--- src/verilog/timer_compare_map.svh ---
/*
 * Holds the register offsets, field positions, reset values and fixed counts of the
 * compare-output timer.
 * Assumes it is included by its bare name wherever these constants are needed.
 */
// Behaviour
// - Compare-action field decides what the output latch takes at the next match.
// - Reset forces the compare output latch to zero.
// - Nonzero compare-action field routes the latch to the pin instead of port bit.
// - Pin direction bit still steers the pin; software sets it to output.
// - Pin override depends only on the compare-action field, not the mode.
// - Compare-action zero leaves the latch unchanged on a match, in every mode.
// - New compare-action value acts at the first following match, unbuffered.
// - Force strobe in non-PWM modes applies the action at once.
// - Counting depends only on the waveform mode field.
// - In PWM modes the action selects inverted or non-inverted waveform.
// - In non-PWM modes the action sets, clears or toggles the latch.
// - Normal mode always increments, never clears, wraps 0xFF to 0x00.
// - Normal mode sets overflow flag in the tick the counter becomes zero.
// - Counting only sets the overflow flag; service or software clears it.
// - Normal mode accepts a counter write at any moment.
// - Mode 2 clears the counter on a compare match; compare is the top.
// - Clear-on-match mode sets the compare flag every period.
// - Clear-on-match mode compare writes take effect immediately.
// - Compare below count in clear-on-match mode misses until wrap.
// - Action 1 in clear-on-match mode toggles the latch each match.
// - Toggle with compare 0x00 toggles every timer tick.
// - Compare flag set the tick after a match; cleared by one or service.
// - Counter write blocks every match in the following timer tick.
// - Clock source zero stops the counter; it stays readable and writable.
// - Counter write beats any hardware clear or count in that cycle.
`ifndef TIMER_COMPARE_MAP_SVH
`define TIMER_COMPARE_MAP_SVH

// ---------------------------------------------------------------------------
// Register offsets
// ---------------------------------------------------------------------------
`define TC_OFF_CTRL      12'h000
`define TC_OFF_COUNT     12'h004
`define TC_OFF_COMPARE   12'h008
`define TC_OFF_STATUS    12'h00c
`define TC_OFF_PORT      12'h010

// ---------------------------------------------------------------------------
// Field positions
// ---------------------------------------------------------------------------
`define TC_CTRL_WGM_LSB  0
`define TC_CTRL_COM_LSB  2
`define TC_CTRL_CSS_LSB  4
`define TC_CTRL_FORCE    7
`define TC_STAT_OVF      0
`define TC_STAT_CMP      1
`define TC_PORT_VAL      0
`define TC_PORT_DIR      1

// ---------------------------------------------------------------------------
// Mode and action codes, reset values, counter extremes
// ---------------------------------------------------------------------------
`define TC_WGM_NORMAL    2'h0
`define TC_WGM_PHASE     2'h1
`define TC_WGM_MATCH_CLR 2'h2
`define TC_WGM_FAST      2'h3
`define TC_COM_NONE      2'h0
`define TC_COM_TOGGLE    2'h1
`define TC_COM_CLEAR     2'h2
`define TC_COM_SET       2'h3
`define TC_CSS_STOP      3'h0
`define TC_RST_CTRL      7'h00
`define TC_RST_BYTE      8'h00
`define TC_MAX           8'hff
`define TC_BOTTOM        8'h00

`endif

--- src/verilog/timer_compare_pkg.sv ---
/*
 * Types shared by the compare-output timer: the control register layout.
 * Assumes the constants header gives the field codes.
 */
package timer_compare_pkg;

    typedef struct packed {
        logic [2:0] clock_source_select;
        logic [1:0] compare_action_field;
        logic [1:0] waveform_mode_field;
    } ctrl_s;

endpackage
--- src/verilog/timer_compare_output_ctc.sv ---
/*
 * Eight-bit timer with compare output latch, pin override, normal, clear-on-match and
 * PWM modes, reached over an APB slave with zero wait states.
 * Assumes timer_tick is a one-cycle prescaled enable synchronous to sys_clk and that
 * the interrupt controller pulses the acknowledge inputs when it services a flag.
 */
// The APB slave port and the placing of the registers were chosen for this implementation.
`timescale 1ns/1ps
`include "timer_compare_map.svh"

module timer_compare_output_ctc (
    input  wire logic        sys_clk,
    input  wire logic        rst_n,
    input  wire logic        psel,
    input  wire logic        penable,
    input  wire logic        pwrite,
    input  wire logic [11:0] paddr,
    input  wire logic [31:0] pwdata,
    output logic      [31:0] prdata,
    output logic             pready,
    output logic             pslverr,
    input  wire logic        timer_tick,
    input  wire logic        overflow_ack,
    input  wire logic        compare_ack,
    output logic             compare_pin_out,
    output logic             compare_pin_oe_n,
    output logic             overflow_flag,
    output logic             compare_match_flag
);

    // ---------------------------------------------------------------------------
    // State
    // ---------------------------------------------------------------------------
    timer_compare_pkg::ctrl_s ctrl_r;
    logic [7:0]               counter_value_r;
    logic [7:0]               compare_buf_r;
    logic [7:0]               compare_act_r;
    logic                     count_down_r;
    logic                     block_r;
    logic                     compare_output_latch_r;
    logic                     overflow_flag_r;
    logic                     compare_flag_r;
    logic                     port_val_r;
    logic                     compare_pin_direction_bit_r;
    logic [31:0]              prdata_r;

    // ---------------------------------------------------------------------------
    // Bus decode
    // ---------------------------------------------------------------------------
    logic access;
    logic wr;
    logic hit_ctrl;
    logic hit_count;
    logic hit_compare;
    logic hit_status;
    logic hit_port;
    logic mapped;

    assign access      = psel && penable;
    assign wr          = access && pwrite;
    assign hit_ctrl    = (paddr == `TC_OFF_CTRL);
    assign hit_count   = (paddr == `TC_OFF_COUNT);
    assign hit_compare = (paddr == `TC_OFF_COMPARE);
    assign hit_status  = (paddr == `TC_OFF_STATUS);
    assign hit_port    = (paddr == `TC_OFF_PORT);
    assign mapped      = hit_ctrl || hit_count || hit_compare || hit_status || hit_port;
    assign pready      = 1'b1;
    assign pslverr     = access && !mapped;

    // ---------------------------------------------------------------------------
    // Timer events
    // ---------------------------------------------------------------------------
    logic [1:0] wgm;
    logic [1:0] com;
    logic       pwm_mode;
    logic       tick;
    logic       count_wr;
    logic       match;
    logic       force_hit;
    logic       at_max;
    logic       ovf_evt;
    logic [7:0] count_nxt;
    logic       down_nxt;

    assign wgm       = ctrl_r.waveform_mode_field;
    assign com       = ctrl_r.compare_action_field;
    assign pwm_mode  = (wgm == `TC_WGM_FAST) || (wgm == `TC_WGM_PHASE);
    assign tick      = timer_tick && (ctrl_r.clock_source_select != `TC_CSS_STOP);
    assign count_wr  = wr && hit_count;
    assign at_max    = (counter_value_r == `TC_MAX);
    assign force_hit = wr && hit_ctrl && pwdata[`TC_CTRL_FORCE] && !pwm_mode;
    // Match found on the tick that leaves the compare count; blocked after a count write
    assign match     = tick && (counter_value_r == compare_act_r) && !block_r;

    // Counting depends only on the mode field
    always_comb begin
        count_nxt = counter_value_r + 8'h01;
        down_nxt  = 1'b0;
        ovf_evt   = 1'b0;
        case (wgm)
            `TC_WGM_NORMAL: begin
                ovf_evt = at_max;
            end
            `TC_WGM_MATCH_CLR: begin
                ovf_evt = at_max;
                if (match) begin
                    count_nxt = `TC_BOTTOM;
                end
            end
            `TC_WGM_FAST: begin
                ovf_evt = at_max;
            end
            `TC_WGM_PHASE: begin
                if (count_down_r) begin
                    if (counter_value_r == `TC_BOTTOM) begin
                        count_nxt = counter_value_r + 8'h01;
                    end else begin
                        count_nxt = counter_value_r - 8'h01;
                        down_nxt  = 1'b1;
                    end
                    ovf_evt = (counter_value_r == 8'h01);
                end else if (at_max) begin
                    count_nxt = counter_value_r - 8'h01;
                    down_nxt  = 1'b1;
                end
            end
            default: begin
                count_nxt = counter_value_r;
            end
        endcase
    end

    // ---------------------------------------------------------------------------
    // Counter, direction and match blocking
    // ---------------------------------------------------------------------------
    always_ff @(posedge sys_clk) begin
        if (!rst_n) begin
            counter_value_r <= `TC_RST_BYTE;
            count_down_r    <= 1'b0;
        end else if (count_wr) begin
            counter_value_r <= pwdata[7:0];
        end else if (tick) begin
            counter_value_r <= count_nxt;
            count_down_r    <= down_nxt;
        end
    end

    always_ff @(posedge sys_clk) begin
        if (!rst_n) begin
            block_r <= 1'b0;
        end else if (count_wr) begin
            block_r <= 1'b1;
        end else if (tick) begin
            block_r <= 1'b0;
        end
    end

    // ---------------------------------------------------------------------------
    // Compare value: direct in non-PWM modes, buffered to the top in PWM modes
    // ---------------------------------------------------------------------------
    always_ff @(posedge sys_clk) begin
        if (!rst_n) begin
            compare_buf_r <= `TC_RST_BYTE;
            compare_act_r <= `TC_RST_BYTE;
        end else begin
            if (wr && hit_compare) begin
                compare_buf_r <= pwdata[7:0];
            end
            if (wr && hit_compare && !pwm_mode) begin
                compare_act_r <= pwdata[7:0];
            end else if (pwm_mode && tick && at_max) begin
                compare_act_r <= compare_buf_r;
            end
        end
    end

    // ---------------------------------------------------------------------------
    // Compare output latch
    // ---------------------------------------------------------------------------
    logic latch_nxt;

    always_comb begin
        latch_nxt = compare_output_latch_r;
        if (!pwm_mode) begin
            if (match || force_hit) begin
                case (com)
                    `TC_COM_NONE:   latch_nxt = compare_output_latch_r;
                    `TC_COM_TOGGLE: latch_nxt = !compare_output_latch_r;
                    `TC_COM_CLEAR:  latch_nxt = 1'b0;
                    `TC_COM_SET:    latch_nxt = 1'b1;
                    default:        latch_nxt = compare_output_latch_r;
                endcase
            end
        end else if (com[1]) begin
            // Action 2 is non-inverted, action 3 inverted; 0 and 1 do nothing
            if (wgm == `TC_WGM_FAST) begin
                if (match) begin
                    latch_nxt = com[0];
                end
                if (tick && at_max) begin
                    latch_nxt = !com[0];
                end
            end else if (match) begin
                latch_nxt = count_down_r ? !com[0] : com[0];
            end
        end
    end

    always_ff @(posedge sys_clk) begin
        if (!rst_n) begin
            compare_output_latch_r <= 1'b0;
        end else begin
            compare_output_latch_r <= latch_nxt;
        end
    end

    // ---------------------------------------------------------------------------
    // Flags: a hardware set wins over a clear in the same cycle
    // ---------------------------------------------------------------------------
    logic ovf_clr;
    logic cmp_clr;

    assign ovf_clr = overflow_ack || (wr && hit_status && pwdata[`TC_STAT_OVF]);
    assign cmp_clr = compare_ack || (wr && hit_status && pwdata[`TC_STAT_CMP]);

    always_ff @(posedge sys_clk) begin
        if (!rst_n) begin
            overflow_flag_r <= 1'b0;
        end else if (tick && ovf_evt && !count_wr) begin
            overflow_flag_r <= 1'b1;
        end else if (ovf_clr) begin
            overflow_flag_r <= 1'b0;
        end
    end

    always_ff @(posedge sys_clk) begin
        if (!rst_n) begin
            compare_flag_r <= 1'b0;
        end else if (match) begin
            compare_flag_r <= 1'b1;
        end else if (cmp_clr) begin
            compare_flag_r <= 1'b0;
        end
    end

    // ---------------------------------------------------------------------------
    // Control and port registers
    // ---------------------------------------------------------------------------
    always_ff @(posedge sys_clk) begin
        if (!rst_n) begin
            ctrl_r <= `TC_RST_CTRL;
        end else if (wr && hit_ctrl) begin
            ctrl_r.waveform_mode_field  <= pwdata[`TC_CTRL_WGM_LSB +: 2];
            ctrl_r.compare_action_field <= pwdata[`TC_CTRL_COM_LSB +: 2];
            ctrl_r.clock_source_select  <= pwdata[`TC_CTRL_CSS_LSB +: 3];
        end
    end

    always_ff @(posedge sys_clk) begin
        if (!rst_n) begin
            port_val_r                  <= 1'b0;
            compare_pin_direction_bit_r <= 1'b0;
        end else if (wr && hit_port) begin
            port_val_r                  <= pwdata[`TC_PORT_VAL];
            compare_pin_direction_bit_r <= pwdata[`TC_PORT_DIR];
        end
    end

    // ---------------------------------------------------------------------------
    // Read data, registered at the setup phase
    // ---------------------------------------------------------------------------
    always_ff @(posedge sys_clk) begin
        if (!rst_n) begin
            prdata_r <= 32'h0000_0000;
        end else if (psel && !penable && !pwrite) begin
            prdata_r <= 32'h0000_0000;
            case (paddr)
                `TC_OFF_CTRL:    prdata_r[6:0] <= ctrl_r;
                `TC_OFF_COUNT:   prdata_r[7:0] <= counter_value_r;
                `TC_OFF_COMPARE: prdata_r[7:0] <= compare_buf_r;
                `TC_OFF_STATUS:  prdata_r[1:0] <= {compare_flag_r, overflow_flag_r};
                `TC_OFF_PORT:    prdata_r[1:0] <= {compare_pin_direction_bit_r, port_val_r};
                default:         prdata_r <= 32'h0000_0000;
            endcase
        end
    end

    assign prdata = prdata_r;

    // ---------------------------------------------------------------------------
    // Pin
    // ---------------------------------------------------------------------------
    assign compare_pin_out    = (com != `TC_COM_NONE) ? compare_output_latch_r : port_val_r;
    assign compare_pin_oe_n   = !compare_pin_direction_bit_r;
    assign overflow_flag      = overflow_flag_r;
    assign compare_match_flag = compare_flag_r;

endmodule

--- config.mk ---
export PLATFORM = sky130hd
export DESIGN_NAME = timer_compare_output_ctc
export DESIGN_NICKNAME = d
export VERILOG_FILES = /design/src/verilog/timer_compare_pkg.sv /design/src/verilog/timer_compare_output_ctc.sv
export VERILOG_INCLUDE_DIRS = /design/src /design/src/verilog
export SDC_FILE = /design/constraint.sdc
export NUM_CORES = 1
export LEC_CHECK = 0
export ABC_AREA = 1
export BUFFER_PORTS_ARGS = -buffer_cell sky130_fd_sc_hd__buf_4
export CORE_MARGIN = 2
export CORE_UTILIZATION = 50
export CTS_CLUSTER_SIZE = 16
export DETAILED_ROUTE_END_ITERATION = 12
export PLACE_DENSITY = 0.82
export SYNTH_ARGS = -nofsm -noshare
export SYNTH_HDL_FRONTEND = slang
export SYNTH_SLANG_ARGS = --single-unit
--- constraint.sdc ---
create_clock -name sys_clk -period 4.07 [get_ports sys_clk]
set_clock_uncertainty 0.2 [all_clocks]
set_input_delay 0.2035 -clock sys_clk [delete_from_list [all_inputs] [get_ports sys_clk]]
set_output_delay 0.2035 -clock sys_clk [all_outputs]
set_load 0.01 [all_outputs]
# Yosys cells after proc, flatten, opt, wreduce, memory -nomap -nowiden
# Cells that the tools add are included.
[totals] input_bits=52 out_inout_bits=38 word_cells=122 ff_bits=46
[classes] addsub=2 eq_ne=17 n_reduce_logical=54 mux=34 bitwise=1
[op_table] op="$mux W8" n=8
[op_table] op="$eq A12 B4 Y1 const B" n=2
[op_table] op="$logic_and A1 B1 Y1" n=23
[op_table] op="$mux W1" n=20
[op_table] op="$pmux W8 S2" n=1
[op_table] op="$pmux W5 S3" n=1
[op_table] op="$eq A12 B3 Y1 const B" n=1
[op_table] op="$eq A12 B5 Y1 const B" n=1
[op_table] op="$logic_not A12 Y1" n=1
[op_table] op="$reduce_bool A2 Y1" n=6
[op_table] op="$pmux W2 S5" n=1
[op_table] op="$logic_not A1 Y1" n=9
[op_table] op="$add A8 B1 Y8 const B" n=1
[op_table] op="$eq A2 B2 Y1 const B" n=4
[op_table] op="$eq A8 B1 Y1 const B" n=1
[op_table] op="$eq A8 B8 Y1" n=1
[op_table] op="$eq A8 B8 Y1 const B" n=1
[op_table] op="$logic_not A8 Y1" n=1
[op_table] op="$logic_or A1 B1 Y1" n=8
[op_table] op="$sub A8 B1 Y8 const B" n=1
[op_table] op="$ne A3 B1 Y1 const B" n=2
[op_table] op="$reduce_and A5 Y1" n=1
[op_table] op="$eq A2 B1 Y1 const B" n=2
[op_table] op="$logic_not A2 Y1" n=2
[op_table] op="7 further kinds" n=9

# Longest topological paths before layout
[logic_depth] word_depth=9 depth_mapped=14 mapped_depth_nobuf=14

# Worst setup path after synthesis
# Ideal clock, no wire load.
[synth_timing] path_kind="register -> register" from="reg counter_value_r[0]" to="reg counter_value_r[2]" synth_period_minus_slack_ns=1.742 setup_ns=0.058 stages_incl_launch_ff=12 t_arrival_ns=1.484 t_required_ns=3.812 path_buffers=0 slack_ns=2.328 cell_sequence="dfxtp_1 -> clkinv_1 -> ha_1 -> nand2_1 -> inv_1 -> nand2_1 -> nand2_1 -> nor2_1 -> nand2_1 -> o21ai_0 -> nand2_1 -> nand2_1"
[synth_between] elab_chain_cells=7 elab_cells_between_ends=14 classes_between="add/sub (2); eq/ne (2); mux (7); reduce/logical (3)"
[synth_rtl] element="start: declaration" line_no="timer_compare_output_ctc.sv:35" text="logic [7:0] counter_value_r;"
[synth_rtl] element="start signal: assignment" line_no="timer_compare_output_ctc.sv:138" text="counter_value_r <= `TC_RST_BYTE;"
[synth_rtl] element="start signal: assignment" line_no="timer_compare_output_ctc.sv:141" text="counter_value_r <= pwdata[7:0];"
[synth_rtl] element="start signal: assignment" line_no="timer_compare_output_ctc.sv:143" text="counter_value_r <= count_nxt;"
[synth_rtl] element="branches (longest 4 deep; another with $add A8 B1 Y8)"
[synth_rtl] element="$pmux W8 S2 *" line_no="timer_compare_output_ctc.sv:100" text="case (wgm)"
[synth_rtl] element="$mux W8 *" line_no="timer_compare_output_ctc.sv:142" text="end else if (tick) begin"
[synth_rtl] element="$mux W8 *" line_no="timer_compare_output_ctc.sv:140" text="end else if (count_wr) begin"
# Every way passes the cells marked *. The select of a mux whose other input is x is not followed.
# A chain may end at the register's enable or synchronous reset.

# Worst setup path after layout
[layout_timing] from="reg counter_value_r[0]" to="reg counter_value_r[4]"
# Same word-level chain as after synthesis.

==> impl_results.md <==
- Worst Path Arrival: 2.20 ns
- Leakage: 1.62 nW
- Ys Warns: 0
- Setup repair bufs after CTS: 0
- Combinational Power Share: 0.090
- Sequential-to-total area share from yosys stat: 0.304
- Post-Syn Instances: 474
- Post-synthesis register bit count: 46
- P_sw: 215 uW
- Slowest cell on the critical path: dfxtp_1
- # IOs: 90
- Post-DP HPWL: 5930 microns
- Slew @ Worst Pin: 0.501 ns
- Crit path buf inv count: 2
- WL/cell: between 10 and 15 microns
- Netlist cell types: 33
- CP max FO: 9
- Fmax: 469 MHz
- CP required: 4.13 ns
- TritonCTS clock tree: built
- Setup TNS: 0 ns
- Sequential share of power: 0.552
- Full die area: ~0.0067 sq mm
- Die Wd: roughly 82 microns
- Antenna Cells: 0
- Max IR drop VDD: 212 uV
- Nets@finish: 578
- Leading cell types in the layout, fill and taps excluded: nand2_1 (124), inv_1 (70), dfxtp_1 (46), buf_4 (42), o21ai_0 (40)
- Critical path's top delay family: simple AND/OR/NAND/NOR gates
- Area grow syn2layout: 14.3%
- Post-synth EDFFs: 0
- Sw Share: 0.262
- Gr usage total: 0.243
- DR iter-0 viols: 201
- PwrDens: 237 mW/mm^2
- Setup violations, final: 0
- Via/cell ratio: 5.25
- Startpoint type of the worst setup path: register
- Layout cells sized above 1: 0.127
- H-tree depth: 2
- WS Path Type: reg -> reg
- RSZ-0062 raised after global routing: false
- Pint: 604 uW
- Critical path's largest stage delay: 0.42 ns
- Post-synth ARST share: 0
- Predominant post-synthesis flop cell: dfxtp_1
- Tmin final: between 2 and 2.5 ns
- Slew headroom: 0.664
- Syn avg cell area: around 6.4 sq um
- Remaining antenna violation count: 0
- CTS max path bufs: 2
- Latest clock arrival within the worst-skew pair: 0.31 ns
- Tightest Hold Check Type: in -> reg
- Fin. max-slew vios: 0
- Pin count of the biggest net entering global routing: 32
- CP endpoint kind: register
- CP Cell Sequence: clkinv_1 -> ha_1 -> nand2_1 -> inv_1 -> nand2_1 -> nand2_1 -> nor2_1 -> nand2_1 -> o21ai_0 -> nand2_1 -> nand2_1
- Clk sinks: 46
- Grt ovf: 0
- DRC: 0
- Chip height: 81.8 microns
- Total Wirelength: 7600 microns
- Most frequent CP cell: nand2_1
- Final hold slack: 0.0112 ns
- CTS Buf Count: 5
- Port Buffers: 40
- Worst-path clk slew: 0.09 ns
- Status: completed
- Max Cap Viol: 0
- CTS root buf: clkbuf_8
- DRT Pass-1 Iters: 5
- Via count of the first global-routing pass: 2837
- Initial antenna violation count: 0
- First-pass GRT wire length: 12700 microns
- Final worst path period share: 0.524
- Commonest non-fill, non-tap cell in the layout: nand2_1
- Clock network power share: 0.358
- Routability cong.: just over 0.9
- Final Hold Viols: 0
- Row count: 28
- Initial Util: 0.514
- Post-synthesis cell area: 0.00303 sq mm
- Core Area: between 0.005 and 0.006 sq mm
- Via count: 3123
worst register-to-register path, cell delays in order (launching register included):
cell	delay (ns)
dfxtp_1	0.42
clkinv_1	0.30
ha_1	0.31
nand2_1	0.06
inv_1	0.03
nand2_1	0.05
nand2_1	0.06
nor2_1	0.12
nand2_1	0.17
o21ai_0	0.24
nand2_1	0.07
nand2_1	0.06
worst paths after layout:
check                                        from                               to  slack (ns)  cells after the start
setup reg to reg  counter_value_r[0]$_SDFFE_PN0P_  counter_value_r[4]$_SDFFE_PN0P_        1.94                     11
hold / removal                          pwdata[7]    compare_act_r[7]$_SDFFE_PN0P_        0.01                      3
hold reg to reg            prdata[4]$_SDFFE_PN0P_           prdata[4]$_SDFFE_PN0P_        0.28                      2
setup / recovery  counter_value_r[0]$_SDFFE_PN0P_  counter_value_r[4]$_SDFFE_PN0P_        1.94                     11
through the flow:
step | cell area, sq um | utilization | power [mW] | setup slack, ns | cells
finish | 3460 | 0.588 | 0.819 | 1.94 | 595
global route | 3460 | 0.588 | 0.848 | 1.68 | 595
CTS | 3460 | 0.588 | 0.822 | 1.93 | 595
detailed placement | 3300 | 0.560 | 0.530 | 1.95 | 580
global placement | 3300 | 0.560 | 0.528 | 1.99 | 580
floorplan | 3110 | - | 0.512 | 2.33 | 497
synthesized netlist by cell type (4+ instances only):
| master | count | area share |
|---|---|---|
| a21oi_1 | 29 | 0.048 |
| a31oi_1 | 4 | 0.0083 |
| buf_4 | 25 | 0.062 |
| clkbuf_1 | 6 | 0.0074 |
| dfxtp_1 | 46 | 0.30 |
| ha_1 | 7 | 0.029 |
| inv_1 | 70 | 0.087 |
| nand2_1 | 124 | 0.15 |
| nand2_2 | 4 | 0.0083 |
| nand3_1 | 20 | 0.033 |
| nand4_1 | 6 | 0.012 |
| nor2_1 | 33 | 0.041 |
| nor3_1 | 6 | 0.0099 |
| o211ai_1 | 6 | 0.015 |
| o21ai_0 | 40 | 0.066 |
| o22ai_1 | 11 | 0.023 |
| xor2_1 | 7 | 0.020 |
cell type report:
class / instances / area, sq um
repair buffers: 49 / 385
inverters: 75 / 283
well taps: 75 / 93.8
clock inverters: 3 / 23.8
fillers: 564 / 2420
clock buffers: 5 / 68.8
flip-flops and latches: 46 / 921
multi-input cells: 342 / 1690
registers in the layout, indices dropped and copies added, names as in the netlist:
name	count
wgm	2
compare_buf_r	8
compare_output_latch_r	1
compare_pin_direction_bit_r	1
compare_match_flag	1
prdata	8
compare_act_r	8
block_r	1
counter_value_r	8
overflow_flag	1
count_down_r	1
port_val_r	1
ctrl_r	3
com	2
layer usage:
metal / track usage / wire, microns / vias up
met1: 0.314 / 3220 / 1389
met2: 0.404 / 3630 / 152
li1: - / - / 1559
met4: 0.100 / 210 / 0
met3: 0.0374 / 536 / 23
met5: 0 / 0 / -
power by group through the flow:
stage                     Clock (mW)  Combinational (mW)  Sequential (mW)
after detailed placement           0              0.0675            0.462
after floorplan                    0              0.0496            0.463
after global routing           0.313              0.0822            0.452
final                          0.293              0.0739            0.452
after CTS                      0.297              0.0730            0.452
after global placement             0              0.0662            0.462
logic make-up (layout without fill, tap and decap cells):
kind of cell / count (synthesis) / count (layout) / share of synthesized area
AOI/OAI and AO/OA: 98 / 98 / 0.179
xor gates and xnor gates: 8 / 8 / 0.0231
adders and majority gates: 7 / 7 / 0.0289
buffers and inverters: 109 / 132 / 0.168
DFF: 46 / 46 / 0.304
other: 2 / 25 / 0.00248
and+or+nand+nor: 204 / 204 / 0.295
repair_timing:
item / in CTS / in global routing
endpoints found under the setup margin: 0 / 0
endpoints found under the hold margin: 8 / 0
hold buffers: 7 / 0
resized for setup: 0 / 0
No activity file was read; power rests on OpenSTA's default activity.
